<file path="src/rtl/sgl_pkg.sv">
// Purpose: shared constants and types for the drive indicator register bank
// Assumes: eight drives in two banks, 20 MHz system clock
// Notes: register word byte 0 is bits 31:24, byte 3 is bits 7:0
// Functional notes
// - version field reads zero, writes ignored
// - enable gates link; disable waits stream end
// - config 0 shows three read-only counts
// - blink period is (code+1) eighths second
// - forced-off minimum is code eighths second
// - activity on limited to code quarter seconds
// - stretch-off minimum is code sixty-fourths
// - forced low uses longer of two off times
// - stretch-on minimum is (code+1) sixty-fourths
// - receive bank holds three bits per drive
// - transmit byte: activity, locate, fault fields
// - activity 000 low, 001 high
// - activity 010/011 blink A, 110/111 blink B
// - activity 100/101 pulse on end/start events
// - activity field resets to start tracking
// - locate field: low, high, blink A phases
// - fault field: low, high, blink A/B phases
// - stagger max-on toggling across drives
// - normal mode only, load pattern all zero
// - three input bits captured per drive
package sgl_pkg;
	// register types and indexes
	localparam logic [7:0] TYPE_CFG = 8'h00;
	localparam logic [7:0] TYPE_RX = 8'h01;
	localparam logic [7:0] TYPE_TX = 8'h03;
	localparam logic [7:0] IDX_CFG0 = 8'h00;
	localparam logic [7:0] IDX_CFG1 = 8'h01;
	localparam logic [7:0] IDX_BANK_LAST = 8'h01;
	localparam int NUM_DRV = 8;
	// config 0 layout and read-only values
	localparam int EN_BIT = 23;
	localparam int VER_LSB = 16;
	localparam int CFGCNT_LSB = 12;
	localparam int GPCNT_LSB = 8;
	localparam int DRVCNT_LSB = 0;
	localparam logic [3:0] VERSION = 4'h0;
	localparam logic [3:0] CFG_REG_TOTAL = 4'h2;
	localparam logic [3:0] raw_data_reg_total = 4'h0;
	localparam logic [7:0] DRV_TOTAL = 8'h08;
	// config 1 field positions and reset value
	localparam int RATE_B_LSB = 20;
	localparam int RATE_A_LSB = 16;
	localparam int FORCE_LSB = 12;
	localparam int MAXON_LSB = 8;
	localparam int SOFF_LSB = 4;
	localparam int SON_LSB = 0;
	localparam logic [31:0] CFG1_MASK = 32'h00ff_ffff;
	localparam logic [31:0] CFG1_RESET = 32'h0000_1200;
	// transmit byte layout and reset: start tracking, locate off, fault off
	localparam int ACT_LSB = 5;
	localparam int LOC_LSB = 3;
	localparam int ERR_LSB = 0;
	localparam logic [7:0] TX_BYTE_RESET = 8'ha0;
	localparam logic [3:0] SLOAD_NORMAL = 4'h0;
	localparam logic [15:0] LFSR_SEED = 16'hace1;
	// timing: one tick is 1/64 s
	localparam int CLK_PERIOD_NS = 50;
	localparam int TICK_PERIOD_NS = 15625000;
	localparam int TICK_CYCLES = TICK_PERIOD_NS / CLK_PERIOD_NS;
	localparam int BLINK_HALF_TICKS = 4;
	localparam int EIGHTH_TICKS = 8;
	localparam int QUARTER_TICKS = 16;
	// indicator codes
	typedef enum logic [2:0] {
		ACT_OFF = 3'h0, ACT_ON = 3'h1, ACT_BA = 3'h2, ACT_BA_N = 3'h3,
		ACT_EOF = 3'h4, ACT_SOF = 3'h5, ACT_BB = 3'h6, ACT_BB_N = 3'h7
	} sgl_act_t;
	// register request, answer and indicator carriers
	typedef struct packed {
		logic [7:0] reg_type;
		logic [7:0] reg_index;
		logic wr;
		logic rd;
		logic [31:0] wdata;
	} sgl_req_t;
	typedef struct packed {
		logic ack;
		logic fail;
		logic [31:0] rdata;
	} sgl_rsp_t;
	typedef struct packed {
		logic drive_activity_out_bit;
		logic drive_locate_out_bit;
		logic drive_fault_out_bit;
	} sgl_led_t;
endpackage

</file>
<file path="src/rtl/sgl_tick_div.sv">
// Purpose: divides the system clock to a one-cycle 1/64 s tick
// Assumes: TICK_CYCLES at least 2
// Notes: tick is a clock enable, not a clock
module sgl_tick_div #(
	parameter int TICK_CYCLES = sgl_pkg::TICK_CYCLES // cycles per tick
) (
	input wire logic clk_sys_i, // system clock
	input wire logic rst_b_i, // synchronous reset, active low
	output logic tick_o // one-cycle enable every tick period
);
	logic [19:0] cnt; // cycles since last tick
	logic [19:0] next_cnt;
	logic next_tick;

	// wrap counter and fire tick at the end of each period
	always_comb begin
		if (cnt == 20'(TICK_CYCLES - 1)) begin
			next_cnt = '0;
			next_tick = 1'b1;
		end else begin
			next_cnt = cnt + 20'h1;
			next_tick = 1'b0;
		end
	end

	// register counter and tick
	always_ff @(posedge clk_sys_i) begin
		if (!rst_b_i) begin
			cnt <= '0;
			tick_o <= 1'b0;
		end else begin
			cnt <= next_cnt;
			tick_o <= next_tick;
		end
	end
endmodule // sgl_tick_div

</file>
<file path="src/rtl/sgl_act_track.sv">
// Purpose: shapes activity events into one drive's activity indicator
// Assumes: tick_i is the 1/64 s enable; settings are 4-bit codes
// Notes: hold counts load one extra tick to cover the partial first period
module sgl_act_track (
	input wire logic clk_sys_i, // system clock
	input wire logic rst_b_i, // synchronous reset, active low
	input wire logic tick_i, // 1/64 s enable
	input wire logic event_i, // selected start or end event pulse
	input wire logic [3:0] max_on_i, // maximum on, quarter seconds
	input wire logic [3:0] force_off_i, // forced off, eighth seconds
	input wire logic [3:0] soff_i, // stretch off, 1/64 s
	input wire logic [3:0] son_i, // stretch on, (code+1)/64 s
	input wire logic [1:0] jitter_i, // per-drive shortening of max on
	output logic active_o // shaped activity level
);
	typedef enum logic [1:0] {TRK_IDLE = 2'b00, TRK_LIT = 2'b01, TRK_DARK = 2'b11} sgl_trk_t;
	sgl_trk_t state, next_state; // tracker state
	logic [7:0] hold, next_hold; // ticks left in minimum phase
	logic [7:0] on_time, next_on_time; // ticks spent lit
	logic pend, next_pend; // event seen while held dark
	logic [7:0] limit; // max on in ticks, staggered
	logic [7:0] force_ticks; // forced off in ticks

	assign limit = 8'({max_on_i, 4'h0}) - 8'(jitter_i);
	assign force_ticks = 8'({1'b0, force_off_i, 3'h0});

	// state machine: idle, lit with stretch and limit, dark with minimum
	always_comb begin
		next_state = state;
		next_hold = hold;
		next_on_time = on_time;
		next_pend = pend;
		unique case (state)
			TRK_IDLE: begin
				if (event_i || pend) begin
					next_state = TRK_LIT;
					next_hold = 8'({4'h0, son_i}) + 8'h2;
					next_on_time = '0;
					next_pend = 1'b0;
				end
			end
			TRK_LIT: begin
				if (event_i) begin
					next_hold = 8'({4'h0, son_i}) + 8'h2; // retrigger keeps lit until max-on limit
				end else if (tick_i && hold != 8'h0) begin
					next_hold = hold - 8'h1;
				end
				if (tick_i) begin
					next_on_time = on_time + 8'h1;
				end
				if (tick_i && max_on_i != 4'h0 && on_time + 8'h1 >= limit) begin
					next_state = TRK_DARK;
					// longer of forced and stretch off
					next_hold = ((force_ticks > 8'(soff_i)) ? force_ticks : 8'(soff_i))
						+ 8'h1;
				end else if (!event_i && tick_i && hold <= 8'h1) begin
					next_state = TRK_DARK;
					next_hold = 8'(soff_i) + 8'h1;
				end
			end
			TRK_DARK: begin
				if (event_i) begin
					next_pend = 1'b1;
				end
				if (tick_i && hold != 8'h0) begin
					next_hold = hold - 8'h1;
				end
				if (hold == 8'h0) begin
					next_state = TRK_IDLE;
				end
			end
			default: begin
				next_state = TRK_IDLE;
			end
		endcase
	end

	// register tracker state
	always_ff @(posedge clk_sys_i) begin
		if (!rst_b_i) begin
			state <= TRK_IDLE;
			hold <= '0;
			on_time <= '0;
			pend <= 1'b0;
		end else begin
			state <= next_state;
			hold <= next_hold;
			on_time <= next_on_time;
			pend <= next_pend;
		end
	end

	assign active_o = (state == TRK_LIT);
endmodule // sgl_act_track

</file>
<file path="src/rtl/sgl_led_regs.sv">
// Purpose: register bank and per-drive indicator patterns of a serial GPIO initiator
// Assumes: shift engine on clk_sys_i supplies stream status, input bits and frame events
// Notes: indicator and answer outputs are registered; one 1/64 s tick paces all timing
module sgl_led_regs #(
	parameter int TICK_CYCLES = sgl_pkg::TICK_CYCLES // cycles per 1/64 s tick
) (
	input wire logic clk_sys_i, // system clock, 20 MHz
	input wire logic rst_b_i, // synchronous reset, active low
	input wire sgl_pkg::sgl_req_t reg_req_i, // register read or write request
	output sgl_pkg::sgl_rsp_t reg_rsp_o, // answer, one cycle after request
	input wire logic link_clk_i, // serial link clock pin level
	input wire logic stream_busy_i, // bit stream in progress
	input wire logic rx_capture_i, // input bits of a stream are complete
	input wire logic [sgl_pkg::NUM_DRV-1:0][2:0] drive_input_bit_i, // received bits
	input wire logic [sgl_pkg::NUM_DRV-1:0] sof_i, // start of activity pulses
	input wire logic [sgl_pkg::NUM_DRV-1:0] eof_i, // end of activity pulses
	output logic gpio_enable_o, // link outputs and inputs active
	output logic [3:0] sload_pattern_o, // load pattern for each stream
	output sgl_pkg::sgl_led_t [sgl_pkg::NUM_DRV-1:0] led_o // per-drive output bits
);
	localparam int NDRV = sgl_pkg::NUM_DRV; // drive count

	// link clock synchroniser
	logic [2:0] lk_sync, next_lk_sync; // [0] first, [2] third stage
	logic lk_level, next_lk_level; // agreed link clock level

	// configuration state
	logic cfg_en, next_cfg_en; // software enable request
	logic [31:0] cfg1, next_cfg1; // timing settings word
	logic en_state, next_en_state; // effective enable
	logic [NDRV-1:0][7:0] tx_byte, next_tx_byte; // one transmit byte per drive
	logic [NDRV-1:0][2:0] rx_bits, next_rx_bits; // captured input bits
	sgl_pkg::sgl_rsp_t rsp, next_rsp; // register answer

	// timing state
	logic tick; // 1/64 s enable
	logic [1:0][6:0] blk_cnt, next_blk_cnt; // ticks in current half-cycle
	logic [1:0] blk_phase, next_blk_phase; // 1 = first half-cycle
	logic [15:0] lfsr, next_lfsr; // stagger source
	logic [NDRV-1:0] trk_act; // shaped activity per drive
	logic [NDRV-1:0] trk_event; // selected event per drive
	sgl_pkg::sgl_led_t [NDRV-1:0] led, next_led; // indicator bits

	// config 0 image, counts are constants
	logic [31:0] cfg0_word;
	assign cfg0_word = (32'(cfg_en) << sgl_pkg::EN_BIT)
		| (32'(sgl_pkg::VERSION) << sgl_pkg::VER_LSB)
		| (32'(sgl_pkg::CFG_REG_TOTAL) << sgl_pkg::CFGCNT_LSB)
		| (32'(sgl_pkg::raw_data_reg_total) << sgl_pkg::GPCNT_LSB)
		| (32'(sgl_pkg::DRV_TOTAL) << sgl_pkg::DRVCNT_LSB);

	// timing fields
	logic [3:0] rate_a, rate_b, force_off, max_on, soff, son;
	assign rate_a = cfg1[sgl_pkg::RATE_A_LSB +: 4];
	assign rate_b = cfg1[sgl_pkg::RATE_B_LSB +: 4];
	assign force_off = cfg1[sgl_pkg::FORCE_LSB +: 4];
	assign max_on = cfg1[sgl_pkg::MAXON_LSB +: 4];
	assign soff = cfg1[sgl_pkg::SOFF_LSB +: 4];
	assign son = cfg1[sgl_pkg::SON_LSB +: 4];

	// tick divider
	sgl_tick_div #(
		.TICK_CYCLES(TICK_CYCLES)
	) u_tick (
		.clk_sys_i(clk_sys_i),
		.rst_b_i(rst_b_i),
		.tick_o(tick)
	);

	// link clock: three stages, level changes once stages two and three agree
	always_comb begin
		next_lk_sync = {lk_sync[1:0], link_clk_i};
		next_lk_level = (lk_sync[1] == lk_sync[2]) ? lk_sync[2] : lk_level;
	end

	always_ff @(posedge clk_sys_i) begin
		if (!rst_b_i) begin
			lk_sync <= '0;
			lk_level <= 1'b0;
		end else begin
			lk_sync <= next_lk_sync;
			lk_level <= next_lk_level;
		end
	end

	// effective enable: on at once, off only after the stream ends
	always_comb begin
		next_en_state = en_state;
		if (cfg_en) begin
			next_en_state = 1'b1;
		end else if (!stream_busy_i && !lk_level) begin
			next_en_state = 1'b0; // stream done, link clock in low phase
		end
	end

	always_ff @(posedge clk_sys_i) begin
		if (!rst_b_i) begin
			en_state <= 1'b0;
		end else begin
			en_state <= next_en_state;
		end
	end

	assign gpio_enable_o = en_state;
	assign sload_pattern_o = sgl_pkg::SLOAD_NORMAL;

	// register access and input capture
	always_comb begin
		next_cfg_en = cfg_en;
		next_cfg1 = cfg1;
		next_tx_byte = tx_byte;
		next_rsp = '0;
		// capture inputs only while the link is active
		next_rx_bits = (rx_capture_i && en_state) ? drive_input_bit_i : rx_bits;
		if (reg_req_i.wr || reg_req_i.rd) begin
			next_rsp.ack = 1'b1;
			unique case (reg_req_i.reg_type)
				sgl_pkg::TYPE_CFG: begin
					if (reg_req_i.reg_index == sgl_pkg::IDX_CFG0) begin
						next_rsp.rdata = cfg0_word;
						if (reg_req_i.wr) begin
							next_cfg_en = reg_req_i.wdata[sgl_pkg::EN_BIT];
						end
					end else if (reg_req_i.reg_index == sgl_pkg::IDX_CFG1) begin
						next_rsp.rdata = cfg1;
						if (reg_req_i.wr) begin
							next_cfg1 = reg_req_i.wdata & sgl_pkg::CFG1_MASK;
						end
					end else begin
						next_rsp.fail = 1'b1; // unsupported index
					end
				end
				sgl_pkg::TYPE_RX: begin
					if (reg_req_i.reg_index <= sgl_pkg::IDX_BANK_LAST && !reg_req_i.wr) begin
						for (int k = 0; k < 4; k++) begin
							// lowest drive in the low byte, reserved bits zero
							next_rsp.rdata[8*k +: 8] =
								{5'h00, rx_bits[4*reg_req_i.reg_index[0] + k]};
						end
					end else begin
						next_rsp.fail = 1'b1; // read-only bank or bad index
					end
				end
				sgl_pkg::TYPE_TX: begin
					if (reg_req_i.reg_index <= sgl_pkg::IDX_BANK_LAST) begin
						// highest drive of the four in bits 31:24
						next_rsp.rdata = tx_byte[4*reg_req_i.reg_index[0] +: 4];
						if (reg_req_i.wr) begin
							next_tx_byte[4*reg_req_i.reg_index[0] +: 4] = reg_req_i.wdata;
						end
					end else begin
						next_rsp.fail = 1'b1; // bad index
					end
				end
				default: begin
					next_rsp.fail = 1'b1; // type not held by this block
				end
			endcase
		end
	end

	// register the bank and answer
	always_ff @(posedge clk_sys_i) begin
		if (!rst_b_i) begin
			cfg_en <= 1'b0;
			cfg1 <= sgl_pkg::CFG1_RESET;
			tx_byte <= {NDRV{sgl_pkg::TX_BYTE_RESET}};
			rx_bits <= '0;
			rsp <= '0;
		end else begin
			cfg_en <= next_cfg_en;
			cfg1 <= next_cfg1;
			tx_byte <= next_tx_byte;
			rx_bits <= next_rx_bits;
			rsp <= next_rsp;
		end
	end

	assign reg_rsp_o = rsp;

	// blink generators: half-cycle of (code+1)*4 ticks
	always_comb begin
		logic [6:0] half;
		half = '0;
		next_blk_cnt = blk_cnt;
		next_blk_phase = blk_phase;
		for (int g = 0; g < 2; g++) begin
			half = {1'b0, (g == 0) ? rate_a : rate_b, 2'b00} + 7'(sgl_pkg::BLINK_HALF_TICKS);
			if (tick) begin
				if (blk_cnt[g] + 7'h1 >= half) begin
					next_blk_cnt[g] = '0;
					next_blk_phase[g] = ~blk_phase[g];
				end else begin
					next_blk_cnt[g] = blk_cnt[g] + 7'h1;
				end
			end
		end
	end

	// stagger source steps once per tick
	always_comb begin
		next_lfsr = lfsr;
		if (tick) begin
			next_lfsr = {lfsr[14:0], lfsr[15] ^ lfsr[13] ^ lfsr[12] ^ lfsr[10]};
		end
	end

	always_ff @(posedge clk_sys_i) begin
		if (!rst_b_i) begin
			blk_cnt <= '0;
			blk_phase <= 2'b11;
			lfsr <= sgl_pkg::LFSR_SEED;
		end else begin
			blk_cnt <= next_blk_cnt;
			blk_phase <= next_blk_phase;
			lfsr <= next_lfsr;
		end
	end

	// one activity tracker per drive
	generate
		for (genvar d = 0; d < NDRV; d++) begin : g_trk
			// end code follows end events, every other code start events
			assign trk_event[d] = (tx_byte[d][sgl_pkg::ACT_LSB +: 3] == sgl_pkg::ACT_EOF)
				? eof_i[d] : sof_i[d];
			sgl_act_track u_trk (
				.clk_sys_i(clk_sys_i),
				.rst_b_i(rst_b_i),
				.tick_i(tick),
				.event_i(trk_event[d]),
				.max_on_i(max_on),
				.force_off_i(force_off),
				.soff_i(soff),
				.son_i(son),
				.jitter_i(lfsr[2*d +: 2]),
				.active_o(trk_act[d])
			);
		end
	endgenerate

	// indicator pattern selection per drive
	always_comb begin
		sgl_pkg::sgl_act_t act;
		logic [1:0] loc;
		logic [2:0] err;
		act = sgl_pkg::ACT_OFF;
		loc = '0;
		err = '0;
		next_led = led;
		for (int d = 0; d < NDRV; d++) begin
			act = sgl_pkg::sgl_act_t'(tx_byte[d][sgl_pkg::ACT_LSB +: 3]);
			loc = tx_byte[d][sgl_pkg::LOC_LSB +: 2];
			err = tx_byte[d][sgl_pkg::ERR_LSB +: 3];
			unique case (act)
				sgl_pkg::ACT_OFF: next_led[d].drive_activity_out_bit = 1'b0;
				sgl_pkg::ACT_ON: next_led[d].drive_activity_out_bit = 1'b1;
				sgl_pkg::ACT_BA: next_led[d].drive_activity_out_bit = blk_phase[0];
				sgl_pkg::ACT_BA_N: next_led[d].drive_activity_out_bit = ~blk_phase[0];
				sgl_pkg::ACT_EOF,
				sgl_pkg::ACT_SOF: next_led[d].drive_activity_out_bit = trk_act[d];
				sgl_pkg::ACT_BB: next_led[d].drive_activity_out_bit = blk_phase[1];
				sgl_pkg::ACT_BB_N: next_led[d].drive_activity_out_bit = ~blk_phase[1];
			endcase
			unique case (loc)
				2'h0: next_led[d].drive_locate_out_bit = 1'b0;
				2'h1: next_led[d].drive_locate_out_bit = 1'b1;
				2'h2: next_led[d].drive_locate_out_bit = blk_phase[0];
				2'h3: next_led[d].drive_locate_out_bit = ~blk_phase[0];
			endcase
			unique case (err)
				3'h0: next_led[d].drive_fault_out_bit = 1'b0;
				3'h1: next_led[d].drive_fault_out_bit = 1'b1;
				3'h2: next_led[d].drive_fault_out_bit = blk_phase[0];
				3'h3: next_led[d].drive_fault_out_bit = ~blk_phase[0];
				3'h4,
				3'h5: next_led[d].drive_fault_out_bit = 1'b0;
				3'h6: next_led[d].drive_fault_out_bit = blk_phase[1];
				3'h7: next_led[d].drive_fault_out_bit = ~blk_phase[1];
			endcase
		end
	end

	always_ff @(posedge clk_sys_i) begin
		if (!rst_b_i) begin
			led <= '0;
		end else begin
			led <= next_led;
		end
	end

	assign led_o = led;
endmodule // sgl_led_regs

</file>
<file path="config.mk">
export PLATFORM = sky130hd
export DESIGN_NAME = sgl_led_regs
export DESIGN_NICKNAME = d
export VERILOG_FILES = /design/src/rtl/sgl_pkg.sv /design/src/rtl/sgl_tick_div.sv /design/src/rtl/sgl_act_track.sv /design/src/rtl/sgl_led_regs.sv
export SDC_FILE = /design/constraint.sdc
export NUM_CORES = 1
export LEC_CHECK = 0
export BUFFER_PORTS_ARGS = -buffer_cell sky130_fd_sc_hd__buf_2
export CAP_MARGIN = 20
export CORE_MARGIN = 2
export CORE_UTILIZATION = 41
export DETAILED_ROUTE_END_ITERATION = 6
export PLACE_DENSITY_LB_ADDON = 0.25
export SYNTH_ARGS = -nofsm -noshare
export SYNTH_HDL_FRONTEND = slang
export SYNTH_SLANG_ARGS = --single-unit
</file>
<file path="constraint.sdc">
create_clock -name clk_sys_i -period 3.8 [get_ports clk_sys_i]
set_input_delay 0.38 -clock clk_sys_i [delete_from_list [all_inputs] [get_ports clk_sys_i]]
set_output_delay 0.38 -clock clk_sys_i [all_outputs]
set_load 0.05 [all_outputs]
</file>
==> metrics.cfg <==
[run_status]
status = completed

[layout]
mostFrequentLayoutCell = nand2_1
fin_util = 0.469
layout_common_cells = nand2_1, dfxtp_1, nor2_1
finalNetCount = 3354
syn_to_final_growth_pct = 13.3
drive_above_1_share = 0.124
stdcell_count = 3913

[grt]
grt_pass1_vias = 22228
grt_max_degree = 156
grt_usage = 0.256
antenna_found_initial = 1
grt_pass1_wl_mm = 123
grt_use_met3 = 0.0315
grt.busiest_layer = met2
gr-usage-met2 = 0.410
grtUsageMet1 = 0.343
grt-ovfl-total = 0

[placed_design]
dp.cells = 3819
dp_hpwl_mm = 55.3
io_buffers = 153
gp_congestion = 0.931

[synthesis]
syn_avg_cell_area_um2 = 7.88
seq_area_frac_synth = 0.320
async_flop_share = 0
synth-edff-count = 0
synth_area_mm2 = 0.0238
synth.distinct_cells = 98
yosysWarnings = 0
synth-seq-cells = 381
syn-instance-count = 3023
ys.flop_type = dfxtp_1

[clocking]
clk_latency_ps = 610
tritoncts = built
post-cts-setup-buffer-count = 0
clockBufferDepth = 3
hold_buffers = 10
clock-sinks = 381
cts.repair.resized = 0
clkSlewWorstSetupHoldPaths_ps = 60
cts-root-buf = clkbuf_16
cts_buffers = 45
cts-htree-levels = 2

[setup_path]
end_kind = flop
crit_type = reg2reg
r2r_start = g_trk[7].u_trk.on_time[0]
required_ps = 4280
cp.arrival_ps = 3720
cp-start-kind = flop
cp_max_fo = 8
critical_path.startpoint = g_trk[7].u_trk.on_time[0]

[timing]
report.final.slew_viol_count = 0
hold_slack_ps = 20.6
fmax_ghz = 0.309
fin_crit_ps = 3230
setup_viol = 0
rsz0062_at_grt = no
final.setup.tns_ps = 0
timing.final.crit_share = 0.851
tightest_slew_ps = 1000
finalHoldViolCount = 0
max_slew_margin = 0.314
skew_ps = 23.4

[route]
drcViolationCount = 0
vias = 23356
drtPass1Iterations = 6
drt_iter0_markers = 1818
wl_per_cell_um = 20.2
post_drt_via_cell_ratio = 5.97
final_antenna_net_count = 0
wirelength_mm = 79.0

[run]
max_cap_violations = 0

[pwr]
powerDensity_mw_per_mm2 = 386
p_leak_nw = 10.6
ir_drop_mv = 0.327

[die]
core-area_mm2 = 0.0576
die-area_mm2 = 0.0600
rows = 88
die_w_um = 245
chipHeight_um = 245
initial_core_util = 0.414
ios = 158

[worst_hold_path]
worstHoldPathType = in2reg
min_from = drive_input_bit_i[7]

[cells by family after synthesis]
family,after synthesis,synth area share
XOR/XNOR,133,0.0489
flip-flops,381,0.320
multiplexers,66,0.0286
AO/OA/AOI/OAI,856,0.245
buffers and inverters,302,0.0503
AND/OR/NAND/NOR,1136,0.229
adder cells (fa/ha/maj),148,0.0777
other,1,0.000157
[metal layers]
layer	share of wire	wire length [µm]
met5	0	0
met3	0.069	5460
met2	0.45	35500
met1	0.44	34500
met4	0.045	3520
[per-stage QoR]
step	instance area [µm²]	power (W)	setup WS (ps)
after floorplan	23800	0.00535	791
after global placement	25300	0.00574	684
after detailed placement	25300	0.00578	604
after CTS	27000	0.0105	603
after global routing	27000	0.0108	215
final	27000	0.0104	567
[final cells by class]
type	instances	area, µm²
flip-flops and latches	381	7630
diodes	3	7.51
well taps	765	957
fillers	5634	30600
inverters	112	425
clock buffers	56	1230
repair buffers	228	1370
multi-input cells	2343	15000
clock inverters	25	350
[synthesized netlist by cell type (36+ instances only)]
cell type	n	share of area
clkbuf_1	154	0.024
nand2_1	434	0.068
ha_1	148	0.078
mux2i_1	50	0.021
a31oi_1	49	0.013
a21oi_1	233	0.049
a211oi_1	44	0.014
xor2_1	68	0.025
xnor2_1	65	0.024
nand3_1	105	0.022
inv_1	109	0.017
nor3_1	52	0.011
o21ai_0	143	0.030
nor2_1	270	0.043
nand2b_1	36	0.0095
dfxtp_1	381	0.32
o211ai_1	36	0.011
[worst paths after layout]
check | end | cells after the start | slack (ps)
worst max register to register | g_trk[7].u_trk.hold[5] | 11 | 570
worst max-delay path | g_trk[7].u_trk.hold[5] | 11 | 570
worst min register to register | lk_sync[1] | 1 | 430
worst min-delay path | rx_bits[7] | 3 | 20
[report_power, final]
group          leakage (nW)  switching, W  internal, W  total [W]
registers              3.08      0.000134      0.00410    0.00424
logic                  6.72      0.000976     0.000522    0.00150
clock network         0.783       0.00190      0.00279    0.00469
total                  10.6       0.00301      0.00741     0.0104
[worst max-delay path, cell delays in order (launching register included)]
cell     delay [ps]
dfxtp_1         400
and3_1          250
and3_1          250
nand3_1         110
xnor2_1         200
ha_1            280
a21oi_1         160
o21ai_0         100
a21oi_1         530
nor3_1          280
a31o_2          310
o31a_1          260
[state kept, by name, summed over array words and instances, names as in the netlist, 2 cells and up]
signal / cells
g_trk.u_trk.hold: 64
g_trk.u_trk.on_time: 64
tx_byte: 64
reg_rsp_o: 34
cfg1: 24
led_o: 24
rx_bits: 24
u_tick.cnt: 20
g_trk.u_trk.state: 16
lfsr: 16
blk_cnt: 14
g_trk.u_trk.pend: 8
lk_sync: 3
blk_phase: 2
Power figures use the tool's default switching activity.
